`config.mk`:
```
export PLATFORM = sky130hd
export DESIGN_NAME = dot_matrix_column_scan
export DESIGN_NICKNAME = d
export VERILOG_FILES = /design/src/hdl/column_scan_pkg.sv /design/src/hdl/dot_matrix_column_scan.sv
export SDC_FILE = /design/constraint.sdc
export NUM_CORES = 1
export LEC_CHECK = 0
export BUFFER_PORTS_ARGS = -buffer_cell sky130_fd_sc_hd__buf_2
export CAP_MARGIN = 20
export CELL_PAD_IN_SITES_DETAIL_PLACEMENT = 1
export CELL_PAD_IN_SITES_GLOBAL_PLACEMENT = 1
export CORE_MARGIN = 3
export CORE_UTILIZATION = 45
export DETAILED_ROUTE_END_ITERATION = 16
export PLACE_DENSITY_LB_ADDON = 0.3
export SETUP_SLACK_MARGIN = 0.3
export SKIP_CTS_REPAIR_TIMING = 1
export SLEW_MARGIN = 25
export SYNTH_ARGS = -nofsm -noshare
export SYNTH_HDL_FRONTEND = slang
export SYNTH_SLANG_ARGS = --single-unit
```
`constraint.sdc`:
```
create_clock -name clk -period 2.5 [get_ports clk]
set_input_delay 0.375 -clock clk [delete_from_list [all_inputs] [get_ports clk]]
set_output_delay 0.375 -clock clk [all_outputs]
set_load 0.05 [all_outputs]
```
`src/hdl/column_scan_pkg.sv`:
```
// Constants for the dot matrix column scan controller.
// Assumes a single 100 MHz clock domain and a synchronous active-high reset.
// Summary of operation
// RULE1 - Twenty-eight 5x7 characters in seven chips.
// RULE2 - Five columns; each column has one shared driver. The code has shared driver outputs for the first and fifth columns only.
// RULE3 - Row bit one pulls row cathodes low.
// RULE4 - One column lit about 2.5 ms.
// RULE5 - Full five-column scan about 80 per second.
// RULE6 - Load from last character toward first.
// RULE7 - Seven-bit pattern loaded parallel, shifted serially.
// RULE8 - Column load ends after 196 shifted bits.
// RULE9 - Selected column line driven high to light.
// RULE10 - Load and enable repeated for all columns.
// RULE11 - Serial shift timed by dot shift clock.
// RULE12 - Column enabled by writing low control bit.
// RULE13 - All column drivers off during shifting.
`default_nettype none
package column_scan_pkg;

  // ----------------------------------------------------------------------
  // Geometry
  // ----------------------------------------------------------------------
  localparam int CHARS = 28;
  localparam int CHIPS = 7;
  localparam int COLUMNS = 5;
  localparam int ROWS = 7;
  localparam int BITS_PER_COLUMN = ROWS * CHARS;

  // ----------------------------------------------------------------------
  // Timing
  // ----------------------------------------------------------------------
  localparam int CLK_HZ = 100_000_000;
  localparam int CLK_PERIOD_NS = 10;
  localparam int COLUMN_TIME_US = 2500;
  localparam int COLUMN_CYCLES = COLUMN_TIME_US * (CLK_HZ / 1_000_000);
  localparam int REFRESH_HZ = 80;

  // ----------------------------------------------------------------------
  // Reset values
  // ----------------------------------------------------------------------
  localparam logic [2:0] COLUMN_RESET = 3'h0;
  localparam logic [4:0] CHAR_RESET = 5'h1b;
  localparam logic [4:0] COLUMN_OFF_N = 5'h1f;

  typedef enum logic [1:0] {
    st_fetch = 2'b00,
    st_shift = 2'b01,
    st_light = 2'b11
  } scan_state_t;

endpackage : column_scan_pkg
`default_nettype wire

```
`src/hdl/dot_matrix_column_scan.sv`:
```
// Column scan controller for a 28-character 5x7 dot matrix display.
// Assumes the display processor supplies the dot shift clock on a pin and
// answers pattern lookups combinationally on the same clock as this block.
`timescale 1ns/1ps
`default_nettype none

module dot_matrix_column_scan #(
  parameter int CHARS = 28,
  parameter int ROWS = 7,
  parameter int COLUMNS = 5,
  parameter int COLUMN_CYCLES = column_scan_pkg::COLUMN_CYCLES
) (
  input wire logic clk,
  input wire logic reset,
  input wire logic clk_en,
  input wire logic dot_shift_clk,
  output logic [4:0] char_index,
  output logic [2:0] column_index,
  input wire logic [6:0] row_pattern,
  output logic row_data,
  output logic row_shift,
  output logic [4:0] column_select_n,
  output logic column_select_first,
  output logic column_select_fifth,
  output logic [4:0] column_line,
  output logic load_done
);

  // ----------------------------------------------------------------------
  // Elaboration checks
  // ----------------------------------------------------------------------
  if (CHARS != 28 || ROWS != 7 || COLUMNS != 5) begin : g_bad_geometry // see RULE1
    $error("Only the 28 by 5x7 geometry is supported.");
  end
  if (COLUMN_CYCLES < 1) begin : g_bad_time
    $error("COLUMN_CYCLES must be at least one.");
  end

  // ----------------------------------------------------------------------
  // Shift clock synchroniser and edge finder
  // ----------------------------------------------------------------------
  logic sclk_meta;
  logic sclk_sync;
  logic sclk_prev;
  logic sclk_rise;

  always_ff @(posedge clk) begin
    if (reset) begin
      sclk_meta <= 1'b0;
      sclk_sync <= 1'b0;
      sclk_prev <= 1'b0;
    end else if (clk_en) begin
      sclk_meta <= dot_shift_clk;
      sclk_sync <= sclk_meta;
      sclk_prev <= sclk_sync;
    end
  end

  assign sclk_rise = sclk_sync & ~sclk_prev; // see RULE11

  // ----------------------------------------------------------------------
  // Scan sequencer
  // ----------------------------------------------------------------------
  column_scan_pkg::scan_state_t state;
  logic [6:0] shreg;
  logic [2:0] bit_count;
  logic [7:0] shifted;
  logic [31:0] light_count;

  always_ff @(posedge clk) begin
    if (reset) begin
      state <= column_scan_pkg::st_fetch;
    end else if (clk_en) begin
      unique case (state)
        column_scan_pkg::st_fetch: begin
          state <= column_scan_pkg::st_shift;
        end
        column_scan_pkg::st_shift: begin
          if (sclk_rise && shifted == 8'(CHARS * ROWS - 1)) begin
            state <= column_scan_pkg::st_light; // see RULE8
          end else if (sclk_rise && bit_count == 3'h6) begin
            state <= column_scan_pkg::st_fetch;
          end
        end
        column_scan_pkg::st_light: begin
          if (light_count == 32'(COLUMN_CYCLES - 1)) begin
            state <= column_scan_pkg::st_fetch; // see RULE4
          end
        end
        default: begin
          state <= column_scan_pkg::st_fetch;
        end
      endcase
    end
  end

  // Character walks from the last position toward the first.
  always_ff @(posedge clk) begin
    if (reset) begin
      char_index <= column_scan_pkg::CHAR_RESET;
    end else if (clk_en) begin
      if (state == column_scan_pkg::st_shift && sclk_rise && bit_count == 3'h6) begin
        if (char_index == 5'h00) begin
          char_index <= column_scan_pkg::CHAR_RESET; // see RULE6
        end else begin
          char_index <= char_index - 5'h01; // see RULE6
        end
      end
    end
  end

  // Column advances after each lit period and wraps after the fifth.
  always_ff @(posedge clk) begin
    if (reset) begin
      column_index <= column_scan_pkg::COLUMN_RESET;
    end else if (clk_en) begin
      if (state == column_scan_pkg::st_light && light_count == 32'(COLUMN_CYCLES - 1)) begin
        if (column_index == 3'h4) begin
          column_index <= column_scan_pkg::COLUMN_RESET; // see RULE10
        end else begin
          column_index <= column_index + 3'h1; // see RULE10
        end
      end
    end
  end

  // Parallel load of the seven row bits, then serial shift out.
  always_ff @(posedge clk) begin
    if (reset) begin
      shreg <= 7'h00;
      bit_count <= 3'h0;
      row_data <= 1'b0;
    end else if (clk_en) begin
      if (state == column_scan_pkg::st_fetch) begin
        shreg <= row_pattern; // see RULE7
        bit_count <= 3'h0;
        row_data <= row_pattern[6];
      end else if (state == column_scan_pkg::st_shift && sclk_rise) begin
        shreg <= {shreg[5:0], 1'b0}; // see RULE7
        bit_count <= bit_count + 3'h1;
        row_data <= shreg[5]; // see RULE3
      end
    end
  end

  // Count of bits shifted into the chain for the current column.
  always_ff @(posedge clk) begin
    if (reset) begin
      shifted <= 8'h00;
    end else if (clk_en) begin
      if (state == column_scan_pkg::st_light) begin
        shifted <= 8'h00;
      end else if (state == column_scan_pkg::st_shift && sclk_rise) begin
        shifted <= shifted + 8'h01; // see RULE8
      end
    end
  end

  always_ff @(posedge clk) begin
    if (reset) begin
      light_count <= 32'h0000_0000;
    end else if (clk_en) begin
      if (state == column_scan_pkg::st_light) begin
        light_count <= light_count + 32'h0000_0001; // see RULE5
      end else begin
        light_count <= 32'h0000_0000;
      end
    end
  end

  // ----------------------------------------------------------------------
  // Column drivers
  // ----------------------------------------------------------------------
  always_ff @(posedge clk) begin
    if (reset) begin
      column_select_n <= column_scan_pkg::COLUMN_OFF_N;
      column_line <= 5'h00;
      load_done <= 1'b0;
    end else if (clk_en) begin
      if (state == column_scan_pkg::st_light) begin
        column_select_n <= ~(5'h01 << column_index); // see RULE12
        column_line <= 5'h01 << column_index; // see RULE9
        load_done <= 1'b1;
      end else begin
        column_select_n <= column_scan_pkg::COLUMN_OFF_N; // see RULE13
        column_line <= 5'h00; // see RULE2
        load_done <= 1'b0;
      end
    end
  end

  // Gated by the clock enable so a frozen edge is not taken twice downstream.
  assign row_shift = clk_en & (state == column_scan_pkg::st_shift) & sclk_rise; // see RULE11
  assign column_select_first = column_line[0];
  assign column_select_fifth = column_line[4];

endmodule : dot_matrix_column_scan
`default_nettype wire

```
==> metrics.cfg, run 1 <==
[routing]
routed_wire_length_per_instance_um=17.1
route.detailed.vias_per_inst=5.87
drt_first_iter_violations=119
drc_errors=0
route.vias.total=3396
drtPass1Iterations=4
finalWirelength_mm=9.88
number_of_antenna_violating_nets_in_the_routed_design=0

[sta]
smallest_setup_slack_after_layout_ns=0.424
post-route-min-period_ns=2.08
clock-skew-final_ns=0.0116
slew_headroom_pct=53.6
timing_max_transition_violations_final=0
finalCritPeriodShare_pct=83.0
fmaxAchievable_ghz=0.482
setup-violations-final=0
final.setup.tns_ns=0
hold_viol=0
worst_slew_pin_slew_ns=0.689
grt_setup_unrepaired=no

[synthesis]
synth_cell_types=51
synth_enable_flop_cells=0
postSynthNetCount=465
ys_ff_latch=74
synth_top_cell_by_area=dfxtp_1
synth_top_area_cells=dfxtp_1 (40%), nor2_1 (4.8%), a21oi_1 (3.6%), ha_1 (3.4%), nand2_1 (3.3%)
synth.avg_cell_area_sq_um=8.41
ys_async_sr_fraction_pct=0
yosysWarningCount=0
synthDominantCellAreaShare_pct=39.7
seq_area_frac_synth_pct=39.7
synthesis.area_sq_mm=0.00373
synthesis.instances=444
synthFlopType=dfxtp_1

[clocking]
ctsHtreeMaxLevel=3
clock-sinks=74
cts_buffer_depth=2
tritoncts_clock_tree=done
clkSlewWorstSetupHoldPaths_ns=0.08
worstSkewPairLatency_ns=0.35
numCtsBuffers=9
cts_root_buf=clkbuf_8

[layout]
most_common_cell_after_layout_fill_and_taps_aside=dfxtp_1
most_used_cells_in_the_layout_excluding_fill_and_tap_cells=dfxtp_1 (73), nor2_1 (48), nand2_1 (33), buf_2 (33), a21oi_1 (27)
final_core_utilization_pct=53.4
synthToLayoutAreaGrowth_pct=12.7
design.final.nets=494
num_antenna_cells=0
num-fill-cells=969
instances_no_fill=579
drive_above_1_share_pct=16.6

[setup_path]
max_stage_delay_ns=0.61
critical_path.endpoint_type=flop
setup.worst_path.class=flop to flop
r2r_cells=4
cp_cell_sequence=or4_1 > or3_1 > nor3_1 > o22ai_1
arrival_ns=2.28
critical_path_peak_fanout=7
timing.critical_path.from_type=flop
timing.critical_path.depth=4
worstPathRequired_ns=2.70
critical_path.slowest_cell=or4_1
timing.critical_path.max_delay_family=simple AND/OR/NAND/NOR gates
timing.critical_path.buf_inv=0

[status]
status=finished, final reports clean

[grt]
largest_net_degree_at_the_start_of_global_routing=49
grt_antenna_before_repair=0
grt_pass1_wl_mm=17.2
grtUsageTotal_pct=21.6
vias_in_the_first_global_route=3484
overflow=0

[die]
fp.coreArea_sq_mm=0.00789
die_outline_area_sq_mm=0.00943
initial_utilization_pct=47.4
fp-row-count=32
chipWidth_um=97.1
ioPinCount=34
floorplan.die.height_um=97.1

[place]
finalWeightedCongestion=0.800
numPlacedInstances=564
placement.io_buffers=33
detailed_placement_hpwl_mm=7.02
post-place-ws_ns=0.324

[hold_path]
hold_path_class=primary input to flop
number_of_cells_on_the_worst_hold_path=3

[power]
power_per_cell_area_mw_per_mm2=554
total_leakage_power_nw=1.45
total_power_mw=2.33
worst_ir_drop_vdd_uv=290

[job]
max_cap_viol_count=0

[Yosys cell counts (3+ instances only)]
| library cell | number |
|---|---|
| and4_1 | 7 |
| nand2_1 | 33 |
| nor3_1 | 11 |
| xnor2_1 | 7 |
| and2_1 | 3 |
| or4_1 | 6 |
| a21o_1 | 4 |
| nor2_1 | 48 |
| xor2_1 | 6 |
| o21ai_0 | 20 |
| dfxtp_1 | 74 |
| o31ai_1 | 4 |
| clkbuf_1 | 17 |
| or3_1 | 19 |
| ha_1 | 10 |
| nor4_2 | 4 |
| mux2i_1 | 12 |
| nand2b_1 | 14 |
| a31o_2 | 3 |
| or2_2 | 6 |
| inv_1 | 16 |
| buf_2 | 4 |
| a311oi_1 | 7 |
| a211oi_1 | 6 |
| and3_1 | 3 |
| a21oi_1 | 27 |
| nor4_1 | 7 |
| nand4_1 | 11 |
| mux2_2 | 3 |
| nand3_1 | 21 |
[sequential cells by signal, summed over array words and instances, names as in the netlist]
signal and count:
column_index 3, char_index 5, shreg 6, sclk_sync 1, bit_count 3, shifted 8, sclk_prev 1, column_select_n 5
column_line 5, sclk_meta 1, row_data 1, light_count 32, state 2, load_done 1
[logic make-up after synthesis]
logic type      after synthesis  synth area share (%)
fa+ha+maj                    10                  3.35
buf+inv                      40                  4.56
simple gates                205                  30.3
mux                          15                  4.12
flops                        74                  39.7
compound gates               87                  15.0
xor+xnor                     13                  3.05
[per-stage QoR]
stage / area (sq um) / hold WS (ns)
2_1_floorplan: 3730 / 0.444
3_3_place_gp: 3990 / 0.454
3_5_place_dp: 3990 / 0.459
4_1_cts: 4200 / 0.272
5_1_grt: 4210 / 0.277
6_report: 4210 / 0.280
[area by class of cell]
cell class                 count  area (sq um)  share of cell area, %
timing repair buffer          42           233                   5.53
sequential                    74          1480                   35.2
inverter                      16          60.1                   1.43
clock buffer                   9           124                   2.94
tap                          102           128                   3.03
multi-input combinational    330          2090                   49.6
clock inverter                 6          92.6                   2.20
[layer usage]
metal / vias up / part of all wire [%] / track usage [%]
met1: 1677 / 48 / 28.9
li1: 1665 / - / -
met2: 40 / 48 / 35.6
met3: 14 / 2.0 / 2.80
met4: 0 / 1.7 / 7.88
met5: - / 0 / 0
[worst register-to-register path: cells and delay by family (launching register included)]
kind,cells,cell delay (ns)
compound gates,1,0.16
flops,1,0.37
simple gates,3,1.41
[worst paths after layout]
check / startpoint / end / slack, ns
setup / recovery: light_count[18]$_SDFFE_PP0P_ / state[0]$_SDFFE_PP0P_ / 0.42
setup reg to reg: light_count[18]$_SDFFE_PP0P_ / state[0]$_SDFFE_PP0P_ / 0.42
hold reg to reg: load_done$_SDFFE_PP0P_ / load_done$_SDFFE_PP0P_ / 0.47
hold / removal: row_pattern[2] / shreg[2]$_SDFFE_PP0P_ / 0.28
[power breakdown]
group          total (mW)  switching (mW)  internal [mW]
combinational       0.106          0.0685         0.0371
clock                1.02           0.460          0.560
sequential           1.21          0.0133           1.19
Note: power is estimated with default switching activity, not from simulation.
==> run 2, diff against run 1 <==
--- a/config.mk
+++ b/config.mk
@@ -10,7 +10,7 @@
 export CELL_PAD_IN_SITES_DETAIL_PLACEMENT = 1
 export CELL_PAD_IN_SITES_GLOBAL_PLACEMENT = 1
 export CORE_MARGIN = 3
-export CORE_UTILIZATION = 45
+export CORE_UTILIZATION = 40
 export DETAILED_ROUTE_END_ITERATION = 16
 export PLACE_DENSITY_LB_ADDON = 0.3
 export SETUP_SLACK_MARGIN = 0.3
==> constraint.sdc (replaced) <==
create_clock -name clk -period 1.75 [get_ports clk]
set_input_delay 0.2625 -clock clk [delete_from_list [all_inputs] [get_ports clk]]
set_output_delay 0.2625 -clock clk [all_outputs]
set_load 0.05 [all_outputs]
==> run 2 against run 1 <==
  * The run now ends with setup timing left
  * Critical endpoint is now column_index[2]$_SDFFE_PP0P_
  * Setup slack worse by 0.52 ns
  * Cell area rose by 22%
  * Critical path type unchanged
  * Largest power group unchanged
  * Sequential share of layout area is 5.1 points lower
  * Combinational power increased by 92%
  * Cell count up 11%
==> metrics.cfg, run 2 (synthesized netlist as in run 1, its figures left out) <==
[die]
initial_utilization_pct=42.0  ; -5.3 points
fp-row-count=34  ; +6.3%
die_outline_area_sq_mm=0.0105  ; +12%
floorplan.die.height_um=103  ; +5.7%
ioPinCount=34  ; unchanged
chipWidth_um=103  ; +5.7%
fp.coreArea_sq_mm=0.00889  ; +13%

[place]
detailed_placement_hpwl_mm=7.67  ; +9.2%
dpl-instance-area_sq_mm=0.00444  ; +11%
finalWeightedCongestion=0.856  ; +7.0%
placement.io_buffers=33  ; unchanged

[routing]
drt_first_iter_violations=125  ; +5.0%
finalWirelength_mm=13.0  ; +31%
routed_wire_length_per_instance_um=20.1  ; +18%
route.detailed.vias_per_inst=5.95  ; +1.5%
drtPass1Iterations=4  ; unchanged
drc_errors=0  ; unchanged
route.vias.total=3840  ; +13%
number_of_antenna_violating_nets_in_the_routed_design=0  ; unchanged

[clocking]
ctsHtreeMaxLevel=3  ; unchanged
tritoncts_clock_tree=done
cts_root_buf=clkbuf_8
numCtsBuffers=9  ; unchanged
cts_buffer_depth=2  ; unchanged
clock-sinks=74  ; unchanged
clkSlewWorstSetupHoldPaths_ns=0.08  ; about the same
worstSkewPairLatency_ns=0.36  ; about the same

[setup_path]
critical_path_peak_fanout=3  ; -4
r2r_cells=6  ; +2
max_stage_delay_ns=0.33  ; -0.28 ns
rr_startpoint=light_count[24]$_SDFFE_PP0P_
r2r_end=column_index[2]$_SDFFE_PP0P_
setup.worst_path.class=flop to flop
cpMostUsedCell=buf_4
critical_path.slowest_cell=dfxtp_2
timing.critical_path.from_type=flop
critical_path.endpoint_type=flop
worstPathRequired_ns=2.02  ; -0.68 ns
cp_cell_sequence=buf_4 > nor4_2 > buf_4 > nand3_1 > nor4_4 > mux2i_1
timing.reg2reg.setup_slack_ns=-0.09  ; -0.52 ns
arrival_ns=2.11  ; -0.17 ns

[sta]
post-route-min-period_ns=1.84  ; -0.233 ns
worst_slew_pin_slew_ns=0.482  ; -0.208 ns
final.setup.tns_ns=-0.367  ; -0.367 ns
smallest_setup_slack_after_layout_ns=-0.0927  ; -0.517 ns
grt_setup_unrepaired=yes
timing_max_transition_violations_final=0  ; unchanged
setup-violations-final=7  ; +7
finalCritPeriodShare_pct=105  ; +22 points
fmaxAchievable_ghz=0.543  ; +13%
hold_viol=0  ; unchanged
slew_headroom_pct=67.8  ; +14 points
whs_ns=0.161  ; -0.119 ns
clock-skew-final_ns=0.0113  ; -0.000318 ns

[hold_path]
hold_path_class=primary input to flop
number_of_cells_on_the_worst_hold_path=3  ; unchanged
holdCritStartpoint=dot_shift_clk
holdPathEnd=sclk_meta$_SDFFE_PP0P_

[power]
power_per_cell_area_mw_per_mm2=623  ; +13%
total_power_mw=3.20  ; +37%
total_leakage_power_nw=1.91  ; +32%
worst_ir_drop_vdd_uv=395  ; +36%

[layout]
top_regs=light_count: 32 flops, shifted: 8 flops, shreg: 6 flops
layout.cell_area.non_filler_sq_mm=0.00514  ; +22%
most_common_cell_after_layout_fill_and_taps_aside=buf_4
synthToLayoutAreaGrowth_pct=37.6
drive_above_1_share_pct=41.7  ; +25 points
largest_register_ff_count=32  ; unchanged
final_core_utilization_pct=57.8  ; +4.4 points
max_flop_register=light_count
design.final.nets=554  ; +12%
multiInputGateArea_sq_mm=0.00244  ; +17%
num-fill-cells=1010  ; +4.2%
most_used_cells_in_the_layout_excluding_fill_and_tap_cells=buf_4 (54), nor2_1 (46), dfxtp_1 (40), buf_2 (33), nand2_1 (29)
final-seq-area_sq_mm=0.00155  ; +4.5%
num_antenna_cells=0  ; unchanged

[grt]
largest_net_degree_at_the_start_of_global_routing=46  ; -6.1%
grt_pass1_wl_mm=17.1  ; -0.56%
vias_in_the_first_global_route=3594  ; +3.2%
groute.layer.met3.usage_pct=3.25  ; +0.45 points
gr-max-usage-layer=met2
grt_antenna_before_repair=0  ; unchanged
gr-usage-met2_pct=34.8  ; -0.81 points
overflow=0  ; unchanged
grt_util_met1_pct=25.7  ; -3.2 points
grtUsageTotal_pct=20.4  ; -1.2 points

[status]
status=complete, but fails checks
failing_checks=setup timing

[job]
max_cap_viol_count=0  ; unchanged

==> run 2: cell count changes in the layout (fill, tap and decap cells not counted), moves of 10 or more <==
cell,delta
dfxtp_4,+10
dfxtp_1,-33
buf_4,+45
dfxtp_2,+23
buf_6,+11
==> run 2: layout make-up <==
type                    instances  area share, %
clock buffers                  11           3.17
clock inverters                 4          0.438
inverters                      16           1.17
multi-input cells             330           47.5
flip-flops and latches         74           30.1
well taps                     108           2.63
repair buffers                102           15.0
==> run 2: metal layers <==
layer  part of all wire (%)  up-vias
li1                       -     1785
met1                     43     1926
met2                     51      100
met3                    4.2       29
met4                    2.3        0
met5                      0        -
==> run 2: worst max path at each step <==
stage	from	end	slack (ns)	depth (start not counted)
after floorplan	light_count[8]$_SDFFE_PP0P_	light_count[29]$_SDFFE_PP0P_	0.02	5
after global placement	clk_en	light_count[29]$_SDFFE_PP0P_	-0.004	5
after detailed placement	clk_en	shifted[6]$_SDFFE_PP0P_	-0.08	6
after CTS	light_count[11]$_SDFFE_PP0P_	light_count[29]$_SDFFE_PP0P_	-0.09	4
after global routing	light_count[24]$_SDFFE_PP0P_	column_index[2]$_SDFFE_PP0P_	-0.13	6
final	light_count[24]$_SDFFE_PP0P_	column_index[2]$_SDFFE_PP0P_	-0.09	6
==> run 2: metrics by stage <==
| stage | cells | worst slack [ns] |
|---|---|---|
| finish | 645 | -0.0927 |
| global route | 645 | -0.134 |
| CTS | 625 | -0.0947 |
| detailed placement | 610 | -0.0809 |
| global placement | 610 | -0.00422 |
| floorplan | 444 | 0.0240 |
==> run 2: worst max-delay path, delay by kind of cell, from the launching register on <==
kind          cells  cell delay, ns
mux               1            0.27
buf+inv           2            0.33
simple gates      3            0.82
flops             1            0.33
==> run 2: report_power, final <==
part	leakage, nW	internal [mW]	switching, mW
clock	0.101	0.630	0.667
combinational	1.19	0.0778	0.125
sequential	0.617	1.69	0.0145
==> run 3, diff against run 2 <==
--- a/config.mk
+++ b/config.mk
@@ -12,7 +12,8 @@
 export CORE_MARGIN = 3
 export CORE_UTILIZATION = 40
 export DETAILED_ROUTE_END_ITERATION = 16
-export PLACE_DENSITY_LB_ADDON = 0.3
+export PLACE_DENSITY = 0.84
+export REMOVE_ABC_BUFFERS = 1
 export SETUP_SLACK_MARGIN = 0.3
 export SKIP_CTS_REPAIR_TIMING = 1
 export SLEW_MARGIN = 25
==> run 3 against run 2 <==
  * The run still ends with setup timing left
  * Hold slack is essentially flat
  * Global-route usage grew 2.5 points
  * Clock skew shrank 0.0033 ns
  * First-iteration DRC count grew 22%
  * Clock-buffer cell count shrank 2
  * Via count grew 8.3%
  * Setup slack lost 0.15 ns
  * Critical path depth is the same
  * Highest routed layer unchanged
==> metrics.cfg, run 3 (synthesized netlist as in run 1, its figures left out) <==
[grt]
grt_pass1_wl_mm=18.9  ; +11%
grtUsageTotal_pct=22.9  ; +2.5 points
vias_in_the_first_global_route=3892  ; +8.3%
largest_net_degree_at_the_start_of_global_routing=38  ; -17%
grt_antenna_before_repair=0  ; unchanged
overflow=0  ; unchanged

[sta]
grt_setup_unrepaired=yes
worst_slew_pin_slew_ns=0.537  ; +0.0553 ns
clock-skew-final_ns=0.00795  ; -0.00334 ns
finalCritPeriodShare_pct=114  ; +8.8 points
smallest_setup_slack_after_layout_ns=-0.247  ; -0.155 ns
slew_headroom_pct=63.7  ; -4.1 points
fmaxAchievable_ghz=0.501  ; -7.7%
post-route-min-period_ns=2.00  ; +0.155 ns
setup-violations-final=15  ; +8
timing_max_transition_violations_final=0  ; unchanged
hold_viol=0  ; unchanged

[clocking]
numCtsBuffers=9  ; unchanged
clock-sinks=74  ; unchanged
ctsHtreeMaxLevel=3  ; unchanged
cts_root_buf=clkbuf_8
tritoncts_clock_tree=done
cts_buffer_depth=2  ; unchanged
clkSlewWorstSetupHoldPaths_ns=0.08  ; about the same
worstSkewPairLatency_ns=0.36  ; about the same

[place]
post-place-ws_ns=-0.112  ; -0.0310 ns
detailed_placement_hpwl_mm=7.93  ; +3.4%
placement.io_buffers=33  ; unchanged
finalWeightedCongestion=0.850  ; -0.69%

[power]
comb_power_share_pct=6.9  ; +0.6 points
power_per_cell_area_mw_per_mm2=599  ; -3.8%
total_leakage_power_nw=2.20  ; +15%
p_int_mw=2.44  ; +1.9%
seq_power_share_pct=51.9  ; -1.3 points
p_sw_mw=0.861  ; +6.7%
worst_ir_drop_vdd_uv=376  ; -4.7%
sw_frac_of_total_pct=26.1  ; +0.89 points
share_of_power_burned_in_the_clock_network_pct=41.2  ; +0.7 points
total_power_mw=3.30  ; +3.1%

[layout]
num_antenna_cells=0  ; unchanged
synthToLayoutAreaGrowth_pct=47.5
top_regs=light_count: 32 flops, shifted: 8 flops, shreg: 6 flops
num-fill-cells=999  ; -1.1%
max_flop_register=light_count
most_used_cells_in_the_layout_excluding_fill_and_tap_cells=buf_4 (75), dfxtp_1 (46), nor2_1 (44), buf_2 (32), nand2_1 (28)
drive_above_1_share_pct=47.5  ; +5.8 points
design.final.nets=582  ; +5.1%
largest_register_ff_count=32  ; unchanged
most_common_cell_after_layout_fill_and_taps_aside=buf_4

[routing]
drt_first_iter_violations=153  ; +22%
number_of_antenna_violating_nets_in_the_routed_design=0  ; unchanged
drtPass1Iterations=5  ; +1
drc_errors=0  ; unchanged
route.detailed.vias_per_inst=6.17  ; +3.6%
route.vias.total=4158  ; +8.3%
finalWirelength_mm=16.7  ; +29%
routed_wire_length_per_instance_um=24.8  ; +23%

[setup_path]
critical_path_peak_fanout=6  ; +3
critical_path.slowest_cell=nor4b_1
timing.critical_path.from_type=flop
setup.worst_path.class=flop to flop
timing.reg2reg.setup_slack_ns=-0.25  ; -0.15 ns
worstPathRequired_ns=1.99  ; -0.03 ns
cpMostUsedCell=buf_4
max_stage_delay_ns=0.52  ; +0.19 ns
critical_path.endpoint_type=flop
cp_cell_sequence=buf_4 > nor4b_1 > nand3_1 > nor3_2 > buf_4 > o22ai_1
arrival_ns=2.23  ; +0.12 ns

[die]
floorplan.die.height_um=103  ; unchanged
chipWidth_um=103  ; unchanged
initial_utilization_pct=42.0  ; unchanged
ioPinCount=34  ; unchanged
fp-row-count=34  ; unchanged
die_outline_area_sq_mm=0.0105  ; unchanged
fp.coreArea_sq_mm=0.00889  ; unchanged

[hold_path]
hold_path_class=primary input to flop

[status]
status=complete, but fails checks
failing_checks=setup timing

[job]
max_cap_viol_count=0  ; unchanged

## run 3: path summary, 6_finish.rpt
path	startpoint	end	depth (start not counted)
max	light_count[5]$_SDFFE_PP0P_	state[1]$_SDFFE_PP0P_	6
min	row_pattern[6]	row_data$_SDFFE_PP0P_	3
max reg2reg	light_count[5]$_SDFFE_PP0P_	state[1]$_SDFFE_PP0P_	6
min reg2reg	load_done$_SDFFE_PP0P_	load_done$_SDFFE_PP0P_	2
## run 3: routing by layer
layer	GRT usage [%]	routed length, um
met1	26.0	6110
met2	41.4	8880
met3	4.94	640
met4	9.18	1060
met5	0	0
## run 3: cell type report
class / count / area [sq um] / share of cell area (%)
Multi-Input combinational cell: 330 / 2610 / 47.3
Sequential cell: 74 / 1530 / 27.7
Timing Repair Buffer: 130 / 987 / 17.9
Tap cell: 108 / 135 / 2.45
Clock buffer: 9 / 124 / 2.25
Clock inverter: 7 / 68.8 / 1.25
Inverter: 16 / 60.1 / 1.09
## run 3: power by group through the flow
stage               registers [mW]  logic, mW  clock network [mW]
global placement              1.75      0.175                   0
CTS                           1.71      0.186                1.37
detailed placement            1.75      0.183                   0
finish                        1.71      0.228                1.36
floorplan                     1.77     0.0703                   0
global route                  1.71      0.242                1.45
## run 3: through the flow
stage / utilization (%) / area (sq um) / std cells / hold slack [ns] / TNS, ns
after global placement: 49.8 / 4430 / 626 / 0.447 / -0.132
final: 62.0 / 5510 / 674 / 0.162 / -2.52
after floorplan: - / 3620 / 420 / 0.332 / -1.31
after global routing: 62.0 / 5510 / 674 / 0.161 / -3.68
after CTS: 51.9 / 4620 / 642 / 0.157 / -1.45
after detailed placement: 49.8 / 4430 / 626 / 0.453 / -1.13
## run 3: worst max-delay path, delay by kind of cell, from the launching register on
kind	cells	cell delay [ns]
and+or+nand+nor	3	1.09
DFF	1	0.35
buffers and inverters	2	0.33
AOI/OAI and AO/OA	1	0.09
